[src/empsh_pkg.sv]
// Package for the external memory pin sharing block: field positions, reset values, timing.
// Assumes a 100 MHz system clock and a 32-bit external data bus in four byte lanes.
package empsh_pkg;
	localparam int CLK_PERIOD_NS = 10;
	localparam int ADDR_W = 26;
	localparam int DATA_W = 32;
	localparam int LANES = 4;
	localparam int CS_W = 6;
	localparam int BANK_LSB = 16;
	localparam int BANK_W = 5;
	localparam int IBANK_LSB = 21;
	localparam int IBANK_W = 4;
	localparam int RC_LSB = 1;
	localparam int RC_PIN_W = 10;
	localparam int RC_W = 12;
	localparam int BOOT_W = 4;
	localparam int BOOT_MSB = 3;
	localparam logic FMUX_SDRAM_SEL_RST = 1'h1;
	localparam int BCLK_DIV = 4;
	localparam int BOOT_SETTLE_NS = 40;
	localparam int BOOT_SETTLE_CYC =
		(BOOT_SETTLE_NS + CLK_PERIOD_NS - 1) / CLK_PERIOD_NS;
	typedef enum logic [1:0] {
		EMPSH_OWN_IDLE,
		EMPSH_OWN_EXT,
		EMPSH_OWN_SDRAM,
		EMPSH_OWN_PCCARD
	} empsh_owner_type;
endpackage

[src/empsh_bclk.sv]
// Burst clock divider for synchronous memories.
// Assumes DIV is even and at least two; the clock idles low outside burst mode.
`timescale 1ns/1ps
module empsh_bclk #(
	parameter int DIV = empsh_pkg::BCLK_DIV
) (
	input wire logic mclk,
	input wire logic nrst,
	input wire logic run,
	output logic bclk,
	output logic rise
);
	logic [7:0] cnt;
	logic [7:0] next_cnt;
	logic next_bclk;
	logic next_rise;
	always_comb begin
		next_cnt = 8'h00;
		next_bclk = 1'h0;
		next_rise = 1'h0;
		if (run) begin
			if (cnt == 8'(DIV / 2 - 1)) begin
				next_bclk = ~bclk;
				next_rise = ~bclk;
			end else begin
				next_cnt = cnt + 8'h01;
				next_bclk = bclk;
			end
		end
	end
	always_ff @(posedge mclk or negedge nrst) begin
		if (!nrst) begin
			cnt <= 8'h00;
			bclk <= 1'h0;
			rise <= 1'h0;
		end else begin
			cnt <= next_cnt;
			bclk <= next_bclk;
			rise <= next_rise;
		end
	end
endmodule

[src/empsh_sync.sv]
// Two-flop synchroniser for a bus of pin inputs.
// Assumes inputs are asynchronous to mclk; the first stage feeds only the second.
`timescale 1ns/1ps
module empsh_sync #(
	parameter int W = 1,
	parameter logic [W-1:0] RST_VAL = '0
) (
	input wire logic mclk,
	input wire logic nrst,
	input wire logic [W-1:0] d,
	output logic [W-1:0] q
);
	logic [W-1:0] meta;
	always_ff @(posedge mclk or negedge nrst) begin
		if (!nrst) begin
			meta <= RST_VAL;
			q <= RST_VAL;
		end else begin
			meta <= d;
			q <= meta;
		end
	end
endmodule

[src/empsh_top.sv]
// Pin sharing for the external memory bus: strobes, selects, address muxing, boot straps.
// Assumes the internal controllers request ownership one at a time on mclk.
`timescale 1ns/1ps
// Functional notes
// Direction pin is high on reads and low on writes.
// Four active-low lane strobes: 0 for bits 31:24, 1 for 23:16, 2 for 15:8, 3 for 7:0.
// Strobe pins also carry SDRAM masks, strobe 2 carries card register and 3 card I/O read.
// Active-low output enable lets memories drive data on reads and also carries card I/O write.
// Chip selects 3:2 share pins with SDRAM selects 1:0, SDRAM selects routed after reset.
// Chip select 4 pin may instead be an input where the memory acknowledges its data phase.
// A burst flash pulls burst restart low to end a burst, and a new long burst begins.
// Address latch strobe goes low so burst memory captures the burst start address.
// A burst clock goes out to synchronous memories while in burst mode.
// Boot mode is caught from four strap pins at reset and the top strap must be low.
// Non-interleaved SDRAM bank address goes out on address pins 20:16.
// Interleaved SDRAM bank address goes out on address pins 24:21.
// SDRAM row/column address is 12 bits, low ten on address pins 10:1.
// SDRAM mask 3 covers bits 31:24 down to mask 0 for bits 7:0, per the mask map.
// Only the owning controller drives shared pins, others are held inactive.
module empsh_top (
	input wire logic mclk,
	input wire logic nrst,
	input wire logic fmux_sdram_sel,
	input wire logic fmux_ack_sel,
	input wire logic ext_req,
	input wire logic ext_read,
	input wire logic [empsh_pkg::ADDR_W-1:0] ext_addr,
	input wire logic [empsh_pkg::LANES-1:0] ext_lane_en,
	input wire logic [empsh_pkg::CS_W-1:0] ext_cs,
	input wire logic ext_burst,
	input wire logic ext_burst_start,
	input wire logic sdr_req,
	input wire logic sdr_interleave,
	input wire logic [1:0] sdr_sel,
	input wire logic [empsh_pkg::BANK_W-1:0] sdr_bank_addr,
	input wire logic [empsh_pkg::IBANK_W-1:0] sdr_interleave_bank_addr,
	input wire logic [empsh_pkg::RC_W-1:0] sdr_row_col_addr,
	input wire logic [empsh_pkg::LANES-1:0] sdr_mask,
	input wire logic pc_req,
	input wire logic pc_reg,
	input wire logic pc_iord,
	input wire logic pc_iowr,
	input wire logic pc_we,
	input wire logic [empsh_pkg::BOOT_W-1:0] boot_pins,
	input wire logic cs4_ack_pin,
	input wire logic burst_restart_n,
	output logic [empsh_pkg::ADDR_W-1:0] addr_pin,
	output logic [empsh_pkg::LANES-1:0] byte_lane_strobe_n,
	output logic out_en_n,
	output logic rw_pin,
	output logic [empsh_pkg::CS_W-1:0] cs_out_n,
	output logic cs4_oe,
	output logic [1:0] sdram_select_n,
	output logic burst_addr_latch_n,
	output logic bclk,
	output logic ext_transfer_ack,
	output logic burst_restart,
	output logic [empsh_pkg::BOOT_W-1:0] boot_mode,
	output logic boot_valid,
	output logic boot_strap_err,
	output logic [1:0] owner
);
	localparam int LN = empsh_pkg::LANES;
	localparam int CW = empsh_pkg::CS_W;
	localparam int AW = empsh_pkg::ADDR_W;
	localparam int BW = empsh_pkg::BOOT_W;
	localparam int SETTLE = empsh_pkg::BOOT_SETTLE_CYC;

	// Strobe index i qualifies byte lane LN-1-i; mask index i qualifies lane i
	function automatic logic [LN-1:0] lane_to_strobe(input logic [LN-1:0] lanes);
		logic [LN-1:0] s;
		s = '0;
		for (int i = 0; i < LN; i++) begin
			s[i] = lanes[LN-1-i];
		end
		return s;
	endfunction

	logic [BW-1:0] boot_s;
	logic ack_s;
	logic restart_n_s;
	empsh_sync #(.W(BW), .RST_VAL('0)) u_boot_sync (
		.mclk(mclk),
		.nrst(nrst),
		.d(boot_pins),
		.q(boot_s)
	);
	empsh_sync #(.W(2), .RST_VAL(2'h3)) u_pin_sync (
		.mclk(mclk),
		.nrst(nrst),
		.d({cs4_ack_pin, burst_restart_n}),
		.q({ack_s, restart_n_s})
	);

	// Ownership: one controller at a time, external bus first, then SDRAM, then card
	empsh_pkg::empsh_owner_type own;
	empsh_pkg::empsh_owner_type next_own;
	always_comb begin
		next_own = own;
		case (own)
			empsh_pkg::EMPSH_OWN_IDLE: begin
				if (ext_req) next_own = empsh_pkg::EMPSH_OWN_EXT;
				else if (sdr_req) next_own = empsh_pkg::EMPSH_OWN_SDRAM;
				else if (pc_req) next_own = empsh_pkg::EMPSH_OWN_PCCARD;
			end
			empsh_pkg::EMPSH_OWN_EXT: if (!ext_req) next_own = empsh_pkg::EMPSH_OWN_IDLE;
			empsh_pkg::EMPSH_OWN_SDRAM: if (!sdr_req) next_own = empsh_pkg::EMPSH_OWN_IDLE;
			empsh_pkg::EMPSH_OWN_PCCARD: if (!pc_req) next_own = empsh_pkg::EMPSH_OWN_IDLE;
			default: next_own = empsh_pkg::EMPSH_OWN_IDLE;
		endcase
	end

	logic burst_run;
	logic bclk_int;
	logic bclk_rise;
	assign burst_run = (own == empsh_pkg::EMPSH_OWN_EXT) && ext_burst;
	empsh_bclk #(.DIV(empsh_pkg::BCLK_DIV)) u_bclk (
		.mclk(mclk),
		.nrst(nrst),
		.run(burst_run),
		.bclk(bclk_int),
		.rise(bclk_rise)
	);

	// Pin values other than bclk, computed here and registered below
	logic [AW-1:0] next_addr;
	logic [LN-1:0] next_strobe;
	logic next_oe_n;
	logic next_rw;
	logic [CW-1:0] next_cs;
	logic next_cs4_oe;
	logic [1:0] next_sdsel;
	logic next_latch_n;
	logic next_ack;
	logic next_restart;
	logic restart_d;
	always_comb begin
		next_addr = '0;
		next_strobe = '1;
		next_oe_n = 1'h1;
		next_rw = 1'h1;
		next_cs = '1;
		next_sdsel = 2'h3;
		next_latch_n = 1'h1;
		next_cs4_oe = !fmux_ack_sel;
		next_ack = fmux_ack_sel && !ack_s && (own == empsh_pkg::EMPSH_OWN_EXT);
		next_restart = !restart_n_s && restart_d && burst_run;
		case (own)
			empsh_pkg::EMPSH_OWN_EXT: begin
				next_addr = ext_addr;
				next_rw = ext_read;
				next_oe_n = !ext_read;
				next_strobe = ~lane_to_strobe(ext_lane_en);
				next_cs = ~ext_cs;
				// Restart latches the address again so the flash starts its long first access
				next_latch_n = !(ext_burst && (ext_burst_start || next_restart));
			end
			empsh_pkg::EMPSH_OWN_SDRAM: begin
				next_addr[empsh_pkg::RC_LSB +: empsh_pkg::RC_PIN_W] =
					sdr_row_col_addr[empsh_pkg::RC_PIN_W-1:0];
				if (sdr_interleave) begin
					next_addr[empsh_pkg::IBANK_LSB +: empsh_pkg::IBANK_W] =
						sdr_interleave_bank_addr;
				end else begin
					next_addr[empsh_pkg::BANK_LSB +: empsh_pkg::BANK_W] =
						sdr_bank_addr;
				end
				next_strobe = sdr_mask; // see R03
				next_sdsel = ~sdr_sel;
			end
			empsh_pkg::EMPSH_OWN_PCCARD: begin
				next_strobe[2] = !pc_reg;
				next_strobe[3] = !pc_iord;
				next_oe_n = !pc_iowr;
				next_rw = !pc_we;
			end
			default: begin
			end
		endcase
		// Shared select pins: the unselected function stays inactive
		if (fmux_sdram_sel) begin
			next_cs[3:2] = next_sdsel; // see R05
		end
		if (fmux_ack_sel) begin
			next_cs[4] = 1'h1;
		end
	end

	always_ff @(posedge mclk or negedge nrst) begin
		if (!nrst) begin
			own <= empsh_pkg::EMPSH_OWN_IDLE;
			addr_pin <= '0;
			byte_lane_strobe_n <= '1;
			out_en_n <= 1'h1;
			rw_pin <= 1'h1;
			cs_out_n <= '1;
			cs4_oe <= 1'h1;
			sdram_select_n <= 2'h3;
			burst_addr_latch_n <= 1'h1;
			bclk <= 1'h0;
			ext_transfer_ack <= 1'h0;
			burst_restart <= 1'h0;
			restart_d <= 1'h1;
		end else begin
			own <= next_own;
			addr_pin <= next_addr;
			byte_lane_strobe_n <= next_strobe;
			out_en_n <= next_oe_n;
			rw_pin <= next_rw;
			cs_out_n <= next_cs;
			cs4_oe <= next_cs4_oe;
			// Dedicated selects stay quiet while the shared pins carry chip selects
			sdram_select_n <= fmux_sdram_sel ? next_sdsel : 2'h3;
			burst_addr_latch_n <= next_latch_n;
			bclk <= bclk_int;
			ext_transfer_ack <= next_ack;
			burst_restart <= next_restart;
			restart_d <= restart_n_s;
		end
	end
	assign owner = own;

	// Boot straps: caught after release once the synchroniser has settled
	logic [3:0] settle_cnt;
	logic [3:0] next_settle_cnt;
	logic [BW-1:0] next_boot_mode;
	logic next_boot_valid;
	logic next_strap_err;
	always_comb begin
		next_settle_cnt = settle_cnt;
		next_boot_mode = boot_mode;
		next_boot_valid = boot_valid;
		next_strap_err = boot_strap_err;
		if (!boot_valid) begin
			if (settle_cnt == 4'(SETTLE)) begin
				next_boot_mode = boot_s;
				next_boot_valid = 1'h1;
				next_strap_err = boot_s[empsh_pkg::BOOT_MSB];
			end else begin
				next_settle_cnt = settle_cnt + 4'h1;
			end
		end
	end
	always_ff @(posedge mclk or negedge nrst) begin
		if (!nrst) begin
			settle_cnt <= 4'h0;
			boot_mode <= '0;
			boot_valid <= 1'h0;
			boot_strap_err <= 1'h0;
		end else begin
			settle_cnt <= next_settle_cnt;
			boot_mode <= next_boot_mode;
			boot_valid <= next_boot_valid;
			boot_strap_err <= next_strap_err;
		end
	end

	a_rw_read_high: assert property (@(posedge mclk) disable iff (!nrst)
		(own == empsh_pkg::EMPSH_OWN_EXT && next_own == empsh_pkg::EMPSH_OWN_EXT)
		|=> (rw_pin == $past(ext_read)))
		else $error("direction pin does not follow read flag");
	a_strobe_lane_map: assert property (@(posedge mclk) disable iff (!nrst)
		(own == empsh_pkg::EMPSH_OWN_EXT) |=> (byte_lane_strobe_n[0] == !$past(ext_lane_en[3])))
		else $error("strobe 0 not tied to top lane");
	a_mask_lane_map: assert property (@(posedge mclk) disable iff (!nrst)
		(own == empsh_pkg::EMPSH_OWN_SDRAM) |=> (byte_lane_strobe_n == $past(sdr_mask)))
		else $error("mask lanes misrouted");
	a_oe_read: assert property (@(posedge mclk) disable iff (!nrst)
		(own == empsh_pkg::EMPSH_OWN_EXT && !ext_read) |=> out_en_n)
		else $error("output enable asserted on write");
	a_sdsel_default: assert property (@(posedge mclk) disable iff (!nrst)
		(own == empsh_pkg::EMPSH_OWN_SDRAM && fmux_sdram_sel)
		|=> (cs_out_n[3:2] == ~$past(sdr_sel)))
		else $error("SDRAM selects not on shared pins");
	a_no_contend: assert property (@(posedge mclk) disable iff (!nrst)
		(own != empsh_pkg::EMPSH_OWN_SDRAM) |=> (sdram_select_n == 2'h3))
		else $error("SDRAM select driven without ownership");
	a_bank_noil: assert property (@(posedge mclk) disable iff (!nrst)
		(own == empsh_pkg::EMPSH_OWN_SDRAM && !sdr_interleave)
		|=> (addr_pin[20:16] == $past(sdr_bank_addr)))
		else $error("bank address missing on pins 20:16");
	a_bank_il: assert property (@(posedge mclk) disable iff (!nrst)
		(own == empsh_pkg::EMPSH_OWN_SDRAM && sdr_interleave)
		|=> (addr_pin[24:21] == $past(sdr_interleave_bank_addr)))
		else $error("interleave bank missing on pins 24:21");
	a_rowcol_pins: assert property (@(posedge mclk) disable iff (!nrst)
		(own == empsh_pkg::EMPSH_OWN_SDRAM) |=> (addr_pin[10:1] == $past(sdr_row_col_addr[9:0])))
		else $error("row/column address misplaced");
	a_boot_catch: assert property (@(posedge mclk) disable iff (!nrst)
		$rose(boot_valid) |-> (boot_strap_err == boot_mode[3]))
		else $error("strap error not from top boot bit");
	a_bclk_idle: assert property (@(posedge mclk) disable iff (!nrst)
		!burst_run [*3] |-> !bclk)
		else $error("burst clock runs outside burst mode");
	a_bclk_rise: assert property (@(posedge mclk) disable iff (!nrst)
		bclk_rise |=> bclk)
		else $error("burst clock pin misses a rising edge");
	a_ack_owner: assert property (@(posedge mclk) disable iff (!nrst)
		ext_transfer_ack |-> ($past(own) == empsh_pkg::EMPSH_OWN_EXT))
		else $error("acknowledge passed without external bus ownership");
	a_cs4_released: assert property (@(posedge mclk) disable iff (!nrst)
		fmux_ack_sel |=> (!cs4_oe && cs_out_n[4]))
		else $error("cs4 pin still driven while used as acknowledge");
	a_latch_restart: assert property (@(posedge mclk) disable iff (!nrst)
		burst_restart |-> !burst_addr_latch_n)
		else $error("restart did not latch the address again");
endmodule

[config.mk]
export PLATFORM = sky130hd
export DESIGN_NAME = empsh_top
export DESIGN_NICKNAME = d
export VERILOG_FILES = /design/src/empsh_pkg.sv /design/src/empsh_bclk.sv /design/src/empsh_sync.sv /design/src/empsh_top.sv
export SDC_FILE = /design/constraint.sdc
export NUM_CORES = 1
export LEC_CHECK = 0
export BUFFER_PORTS_ARGS = -buffer_cell sky130_fd_sc_hd__buf_4
export CORE_MARGIN = 2
export CORE_UTILIZATION = 40
export CTS_BUF_LIST = sky130_fd_sc_hd__clkbuf_8
export CTS_CLUSTER_SIZE = 30
export DETAILED_ROUTE_END_ITERATION = 8
export HOLD_SLACK_MARGIN = 0.06
export PLACE_DENSITY = 0.72
export SYNTH_ARGS = -nofsm -noshare
export SYNTH_HDL_FRONTEND = slang
export SYNTH_SLANG_ARGS = --single-unit
[constraint.sdc]
create_clock -name mclk -period 1.8 [get_ports mclk]
set_input_delay 0.09 -clock mclk [delete_from_list [all_inputs] [get_ports mclk]]
set_output_delay 0.09 -clock mclk [all_outputs]
set_load 0.01 [all_outputs]
; ---- Word level (Yosys, flattened, before mapping)
; Index checks and enable logic that the tools add are counted.
[totals]
ff_bits = 79
word_cells = 91
[classes]
add_sub_neg = 2
n_eq_ne = 10
mux = 30
bitwise = 6
n_reduce_logical = 20
[op_table]
columns = op, count
row1 = $pmux W10 S2, 1
row2 = $mux W2, 9
row3 = $pmux W9 S2, 1
row4 = $mux W8, 2
row5 = $mux W5, 2
row6 = $logic_not A1 Y1, 9
row7 = $add A8 B1 Y8 const B, 1
row8 = $eq A8 B1 Y1 const B, 1
row9 = $mux W1, 8
row10 = $pmux W2 S4, 1
row11 = $logic_and A1 B1 Y1, 6
row12 = $mux W6, 1
row13 = $ne A2 B2 Y1 const B, 3
row14 = $not A6 Y6, 1
row15 = $pmux W2 S3, 1
row16 = $add A4 B1 Y4 const B, 1
row17 = $eq A2 B2 Y1 const B, 2
row18 = $eq A4 B3 Y1 const B, 1
row19 = $mux W4, 1
row20 = $ne A4 B4 Y1 const B, 1
row21 = $not A4 Y4, 1
row22 = $pmux W1 S2, 2
row23 = $pmux W2 S2, 1
row24 = $reduce_and A2 Y1, 2
row25 = other kinds (7), 9

; ---- Longest topological paths before layout
; Gate-level depths: netlist (run 1).
[logic_depth]
word_depth = 7
depth_mapped = 6

; ---- Hierarchy
; From an unflattened synthesis (run 1), not the netlist that was laid out.
[hier_totals]
cells_unflattened = 238
hier_area_um2 = 3034.2
[by_module_without_submodules]
columns = mod, instances, cells_each, area_per_inst_um2
row1 = empsh_top, 1, 181, 2270.9
row2 = empsh_bclk, 1, 45, 457.9
row3 = empsh_sync at u_boot_sync, 1, 8, 200.2
row4 = empsh_sync at u_pin_sync, 1, 4, 105.1

; ---- Worst setup path before layout (run 1)
; Ideal clock, no wire load.
[synth_timing]
path_kind = flip-flop to flip-flop
from = register own[1], in the netlist owner[1]
to = register own[0], in the netlist owner[0]
arrival_time_ps = 1619
path_slack_ps = 94
path_stages_with_launch = 7
period_less_slack_ps = 1706
cell_sequence = dfrtp_1 > inv_1 > ha_1 > clkbuf_1 > a222oi_1 > o21ai_0 > a22oi_1
[synth_between]
elab_chain_cells = 3
elab_cells_between_ends = 10
cone_classes = eq/ne: 7 / mux: 1 / reduce/logical: 2
[synth_rtl]
columns = item, line
row1 = start: declaration, empsh_top.sv:96  ; empsh_pkg::empsh_owner_type own;
row2 = start signal: assignment, empsh_top.sv:191  ; own <= empsh_pkg::EMPSH_OWN_IDLE;
row3 = start signal: assignment, empsh_top.sv:205  ; own <= next_own;
row4 = "$eq A2 B2 Y1, or another cell as far along", empsh_top.sv:100  ; case (own)
row5 = $ne A2 B2 Y1 (no line) or $ne A4 B4 Y1 (tied branches), -
row6 = $reduce_and A4 Y1 (no line), -
; Parallel ways exist; a longest one is shown, timed or not.
; A chain may end at the register's enable or synchronous reset.

; ---- Worst setup path after layout (run 1)
[layout_timing]
from = register u_bclk.cnt[1]
to = register u_bclk.bclk
[layout_between]
elab_chain_cells = 2
[layout_rtl]
columns = item, line
row1 = start: declaration, empsh_bclk.sv:13  ; logic [7:0] cnt;
row2 = start signal: assignment, empsh_bclk.sv:37  ; cnt <= next_cnt;
row3 = $eq A8 B1 Y1, empsh_bclk.sv:22  ; if (cnt == 8'(DIV / 2 - 1)) begin
row4 = $ne A2 B1 Y1 (no line), -
row5 = end signal: assignment, empsh_bclk.sv:38  ; bclk <= next_bclk;
row6 = end: declaration, empsh_bclk.sv:10  ; output logic bclk,
; Every way passes these cells.

==> impl_metrics.py, run 1 <==
metrics = {
    "run_status": {
        "status": "complete, no violations",
    },
    "sta": {
        "period_share": 0.922,
        "max_clock_freq_mhz": 603,
        "finClkSkew_ns": 0.00668,
        "fin_tns_setup_ns": 0,
        "maxSlewHeadroom": 0.643,
        "tightest_slew_ns": 0.535,
        "drv_slew": 0,
        "grt_setup_unrepaired": "false",
        "period_minus_slack_ns": 1.66,
        "hold_viol": 0,
        "setup_violations": 0,
    },
    "place": {
        "portBuffers": 134,
        "postPlaceCellArea_mm2": 0.00415,
        "post-dp-hpwl_um": 5200,
        "place_congestion": 0.819,
    },
    "floorplanning": {
        "die_y_um": 90.5,
        "rows": 31,
        "fp.coreArea_mm2": 0.00725,
        "die_x_um": 90.5,
        "dieArea_mm2": 0.00819,
        "initial_core_util": 0.412,
        "pin_count": 137,
    },
    "synth": {
        "syn_avg_cell_area_um2": 12.7,
        "synth_edf_count": 0,
        "netlist_instances": 235,
        "synth_top_area_cell": "dfrtp_1",
        "yosysTopAreaCellShare": 0.477,
        "netlist_area_mm2": 0.00299,
        "ys_seq_elements": 78,
        "yosysUniqueCellTypes": 30,
        "ys.flop_type": "dfrtp_1",
        "synth_async_sr_flop_share": 1.00,
        "synth_area_leaders": "dfrtp_1 48%, dfstp_2 18%, nor2b_1 4.6%",
        "yosysWarnings": 0,
        "ys_seq_area_frac": 0.661,
        "synth_nets": 328,
    },
    "drt": {
        "totalWireLength_um": 8550,
        "top_layer": "met4",
        "dr_total_vias": 2624,
        "drt_pass1_iterations": 4,
        "vias_per_cell": 4.69,
        "drc": 0,
        "met1_length_um": 3350,
        "drtIter0Drc": 75,
        "postRouteAntennaNets": 0,
        "wl_per_cell_um": 15.3,
        "met2_wirelength_um": 4510,
        "wl_met3_um": 434,
    },
    "power": {
        "p_int_mw": 4.22,
        "p_per_area_mw_per_mm2": 1170,
        "power.total_mw": 6.04,
        "seqPwrFrac": 0.382,
        "max-vdd-ir-drop_mv": 0.698,
        "clock_power_share": 0.256,
        "p_leak_nw": 2.43,
        "switchingPower_mw": 1.82,
        "sw_frac_of_total": 0.302,
        "power_frac_comb": 0.362,
    },
    "critical_path": {
        "setup.worst_path.start": "u_bclk.cnt[1]",
        "worstPathRequired_ns": 2.07,
        "critical_path_class": "register to register",
        "rrSetupSlack_ns": 0.14,
        "critPathSlowestCell": "or4b_4",
        "reg2regPathDepth": 5,
        "r2r-start": "u_bclk.cnt[1]",
        "cp-endpoint": "u_bclk.bclk",
        "reg2reg_to": "u_bclk.bclk",
        "end_kind": "register",
        "crit_chain": "inv_1 -> ha_1 -> or4b_4 -> or3_1 -> a21oi_1",
        "max_stage_delay_ns": 0.47,
        "arrival_ns": 1.93,
        "cp_max_fo": 5,
        "start_kind": "register",
    },
    "clock_tree": {
        "cts_made_buffers": 9,
        "cts_tree": "yes",
        "clk_latency_ns": 0.34,
        "clk_path_buf_depth": 2,
        "root_buffer": "clkbuf_8",
        "clkSinkCount": 78,
        "htree_levels": 3,
        "clkTransAtPathRegs_ns": 0.08,
    },
    "global_route": {
        "grt_pass1_vias": 2893,
        "track_usage": 0.218,
        "grt_pass1_wl_um": 13900,
        "antenna_found_initial": 1,
        "grt_max_degree": 42,
        "overflow": 0,
    },
    "finish": {
        "area_growth_pct": 72.6,
        "fillers": 491,
        "multi_input_area_um2": 930,
        "final_area_mm2": 0.00516,
        "register_area_mm2": 0.00198,
        "finalNetCount": 548,
        "drive_gt1_frac": 0.402,
    },
    "min_path": {
        "hold_class": "input pin to register",
    },
    "run": {
        "drv_cap": 0,
    },
}
how the worst min path moves through the flow:
stage	from	end	slack (ns)	cells past startpoint
finish	ext_burst	u_bclk.bclk	0.07	3
global route	pc_req	owner[1]	0.07	3
CTS	pc_req	owner[1]	0.06	3
detailed placement	nrst	settle_cnt[2]	0.12	1
global placement	nrst	settle_cnt[2]	0.11	1
floorplan	nrst	addr_pin[0]	-0.21	0
metal layers:
layer  track usage  vias to the layer above
li1              -                     1247
met1         0.252                     1245
met2         0.382                      109
met3        0.0543                       23
met4        0.0974                        0
met5             0                        -
what timing repair did:
action                     CTS  global route
setup endpoints to repair    0            10
hold endpoints to repair    73             0
gates resized for setup      0             2
setup buffers                0             1
hold buffers                76             0
worst max-delay path, delay by kind of cell, from the launching register on:
family	cells	cell delay, ns
and+or+nand+nor	2	0.83
DFF	1	0.43
AOI/OAI and AO/OA	1	0.14
buffers and inverters	1	0.07
adders and majority gates	1	0.12
state kept, by name, summed over array words and instances, names as in the netlist, 2 cells and up:
signal              cells
owner                   2
settle_cnt              4
u_boot_sync.q           4
addr_pin               26
cs_out_n                6
sdram_select_n          2
u_bclk.cnt              8
u_boot_sync.meta        4
byte_lane_strobe_n      4
u_pin_sync.q            2
boot_mode               4
u_pin_sync.meta         2
through the flow:
stage                util  hold slack [ns]  instances  setup slack (ns)
CTS                 0.710           0.0608        558            0.0790
finish              0.712           0.0655        560             0.141
detailed placement  0.572            0.118        466            0.0964
floorplan               -           -0.206        235            0.0938
global route        0.712           0.0727        560            0.0172
global placement    0.572            0.107        466             0.181
logic make-up after synthesis:
logic type	share of synthesized area
fa+ha+maj	0.0376
flops	0.661
buf+inv	0.0289
mux	0.0188
simple gates	0.128
compound gates	0.108
xor+xnor	0.0176
cell type report:
type,instances,area share
inverter,13,0.00945
timing repair buffer,218,0.357
multi-input combinational,135,0.180
tap,99,0.0240
sequential,78,0.383
antenna,1,0.000485
clock inverter,7,0.0220
clock buffer,9,0.0240
power by group through the flow:
| stage | clock, mW | combinational, mW | sequential (mW) |
|---|---|---|---|
| 2_1_floorplan | 0 | 0.810 | 2.49 |
| 3_3_place_gp | 0 | 1.96 | 2.32 |
| 3_5_place_dp | 0 | 1.99 | 2.33 |
| 4_1_cts | 1.59 | 2.13 | 2.30 |
| 5_1_grt | 1.68 | 2.36 | 2.34 |
| 6_report | 1.55 | 2.18 | 2.31 |
cells in the final DEF, fill, tap and decap left out, types with 4 or more instances in the layout:
master         count
a21oi_1            6
a22oi_1           18
a32oi_1            4
and2_1             7
buf_4            140
clkbuf_8           9
dfrtp_1           57
dfstp_2           21
dlygate4sd3_1     76
ha_1               9
inv_1             15
mux2_2             5
nand2_1            8
nand3_1           10
nor2_1             8
nor2b_1           21
o211ai_1           4
o21ai_0           10
or3_1              5
cell usage after synthesis (all sizes together) (2+ instances only):
cell type,instances
a21boi,2
a21oi,6
a22oi,18
a32oi,4
and2,7
clkbuf,8
dfrtp,57
dfstp,21
ha,9
inv,13
mux2,5
nand2,8
nand2b,2
nand3,10
nor2,8
nor2b,22
nor3,2
o211ai,4
o21ai,10
o21bai,2
or3,5
xnor2,3
xor2,3
No activity file was read; power rests on OpenSTA's default activity.
==> run 2, diff against run 1 <==
--- a/config.mk
+++ b/config.mk
@@ -15,4 +15,5 @@
 export PLACE_DENSITY = 0.72
 export SYNTH_ARGS = -nofsm -noshare
 export SYNTH_HDL_FRONTEND = slang
+export SYNTH_HIERARCHICAL = 1
 export SYNTH_SLANG_ARGS = --single-unit
==> impl_metrics.py, run 2 <==
metrics = {
    "run_status": {
        "status": "complete, no violations",
    },
    "place": {
        "post-dp-hpwl_um": 5260,
        "pre_cts_ws_ns": 0.0350,
        "place_congestion": 0.777,
        "portBuffers": 134,
    },
    "critical_path": {
        "worstPathRequired_ns": 2.05,
        "start_kind": "register",
        "setup.worst_path.start": "owner[0]",
        "cp_max_fo": 6,
        "critical_path_class": "register to register",
        "rrSetupSlack_ns": 0.07,
        "arrival_ns": 1.97,
        "r2r-start": "owner[0]",
        "end_kind": "register",
    },
    "clock_tree": {
        "clkTransAtPathRegs_ns": 0.08,
        "clk_latency_ns": 0.35,
        "clk_path_buf_depth": 2,
        "root_buffer": "clkbuf_8",
        "cts_made_buffers": 9,
        "htree_levels": 3,
        "clkSinkCount": 78,
        "cts_tree": "yes",
    },
    "global_route": {
        "busiest_layer": "met2",
        "overflow": 0,
        "gr-usage-met1": 0.247,
        "grt_max_degree": 43,
        "antenna_found_initial": 0,
        "grt_pass1_wl_um": 13800,
        "grt_pass1_vias": 2847,
        "use_met3": 0.0626,
        "use_met2": 0.374,
        "track_usage": 0.216,
    },
    "finish": {
        "mostFrequentLayoutCell": "buf_4",
        "layout_common_cells": "142 x buf_4, 77 x dlygate4sd3_1, 56 x dfrtp_1",
        "top_register": "addr_pin",
        "largest_reg_flops": 26,
        "antenna_cells": 0,
        "area_growth_pct": 71.8,
        "finalNetCount": 551,
        "drive_gt1_frac": 0.410,
        "top_regs": "addr_pin x26, u_bclk/cnt x8, cs_out_n x6",
    },
    "floorplanning": {
        "fp.coreArea_mm2": 0.00725,
        "die_y_um": 90.6,
        "initial_core_util": 0.414,
        "pin_count": 137,
        "rows": 31,
        "dieArea_mm2": 0.00822,
        "die_x_um": 90.6,
    },
    "synth": {
        "yosysWarnings": 6,
        "syn_avg_cell_area_um2": 12.7,
        "synth_nets": 329,
        "netlist_area_mm2": 0.00300,
        "netlist_instances": 236,
    },
    "sta": {
        "drv_slew": 0,
        "final.setup.worst_slack_ns": 0.0735,
        "maxSlewHeadroom": 0.681,
        "setup_violations": 0,
        "finClkSkew_ns": 0.00798,
        "max_clock_freq_mhz": 579,
        "hold_viol": 0,
        "period_share": 0.959,
        "hold_slack_ns": 0.0796,
        "tightest_slew_ns": 0.478,
        "grt_setup_unrepaired": "false",
        "period_minus_slack_ns": 1.73,
        "fin_tns_setup_ns": 0,
    },
    "min_path": {
        "min_from": "ext_addr[6]",
        "hold_class": "input pin to register",
    },
    "drt": {
        "drt_pass1_iterations": 4,
        "postRouteAntennaNets": 0,
        "vias_per_cell": 4.72,
        "drc": 0,
        "dr_total_vias": 2651,
        "totalWireLength_um": 8500,
        "drtIter0Drc": 61,
        "wl_per_cell_um": 15.1,
    },
    "power": {
        "p_per_area_mw_per_mm2": 1110,
        "max-vdd-ir-drop_mv": 0.693,
        "p_leak_nw": 2.41,
    },
    "run": {
        "drv_cap": 0,
    },
}
run 2: layout make-up:
| class | count | area (µm²) |
|---|---|---|
| Timing Repair Buffer | 220 | 1860 |
| Inverter | 13 | 48.8 |
| Clock buffer | 9 | 124 |
| Clock inverter | 7 | 81.3 |
| Multi-Input combinational cell | 136 | 946 |
| Fill cell | 498 | 2090 |
| Sequential cell | 78 | 1980 |
| Tap cell | 99 | 124 |
run 2: final timing paths:
check | end | cells after the start
worst min-delay path | addr_pin[6] | 3
max in group asynchronous | cs_out_n[5] | 3
worst max register to register | owner[0] | 5
worst max-delay path | owner[0] | 5
worst min register to register | u_boot_sync/q[3] | 0
min in group asynchronous | settle_cnt[2] | 2
run 2: where the power goes:
part | leakage [nW] | switching [mW] | internal [mW]
clock network | 0.100 | 0.671 | 0.657
logic | 1.35 | 1.00 | 1.09
registers | 0.966 | 0.142 | 2.15
total | 2.41 | 1.82 | 3.89
run 2: what timing repair did:
item                                    CTS  global route
setup buffers                             0             0
hold endpoints to repair                 87             0
gates resized for setup                   0             1
endpoints found under the setup margin    0             6
hold buffers                             77             0
run 2: metal layers:
metal  routed length, µm  part of all wire
met5                   0                 0
met4                 217             0.026
met3                 608             0.072
met2                4360              0.51
met1                3310              0.39
run 2: metrics by stage:
step / power [mW] / utilization / std cells / area (µm²)
2_1_floorplan: 3.27 / - / 236 / 3020
3_3_place_gp: 4.20 / 0.577 / 469 / 4180
3_5_place_dp: 4.26 / 0.577 / 469 / 4180
4_1_cts: 5.72 / 0.711 / 562 / 5160
5_1_grt: 6.02 / 0.711 / 562 / 5160
6_report: 5.71 / 0.711 / 562 / 5160
run 2: critical path, cell delays in order (launching register included):
cell	delay, ns
dfrtp_2	0.44
inv_1	0.10
ha_1	0.22
a222oi_1	0.39
mux2_1	0.37
o21a_1	0.10
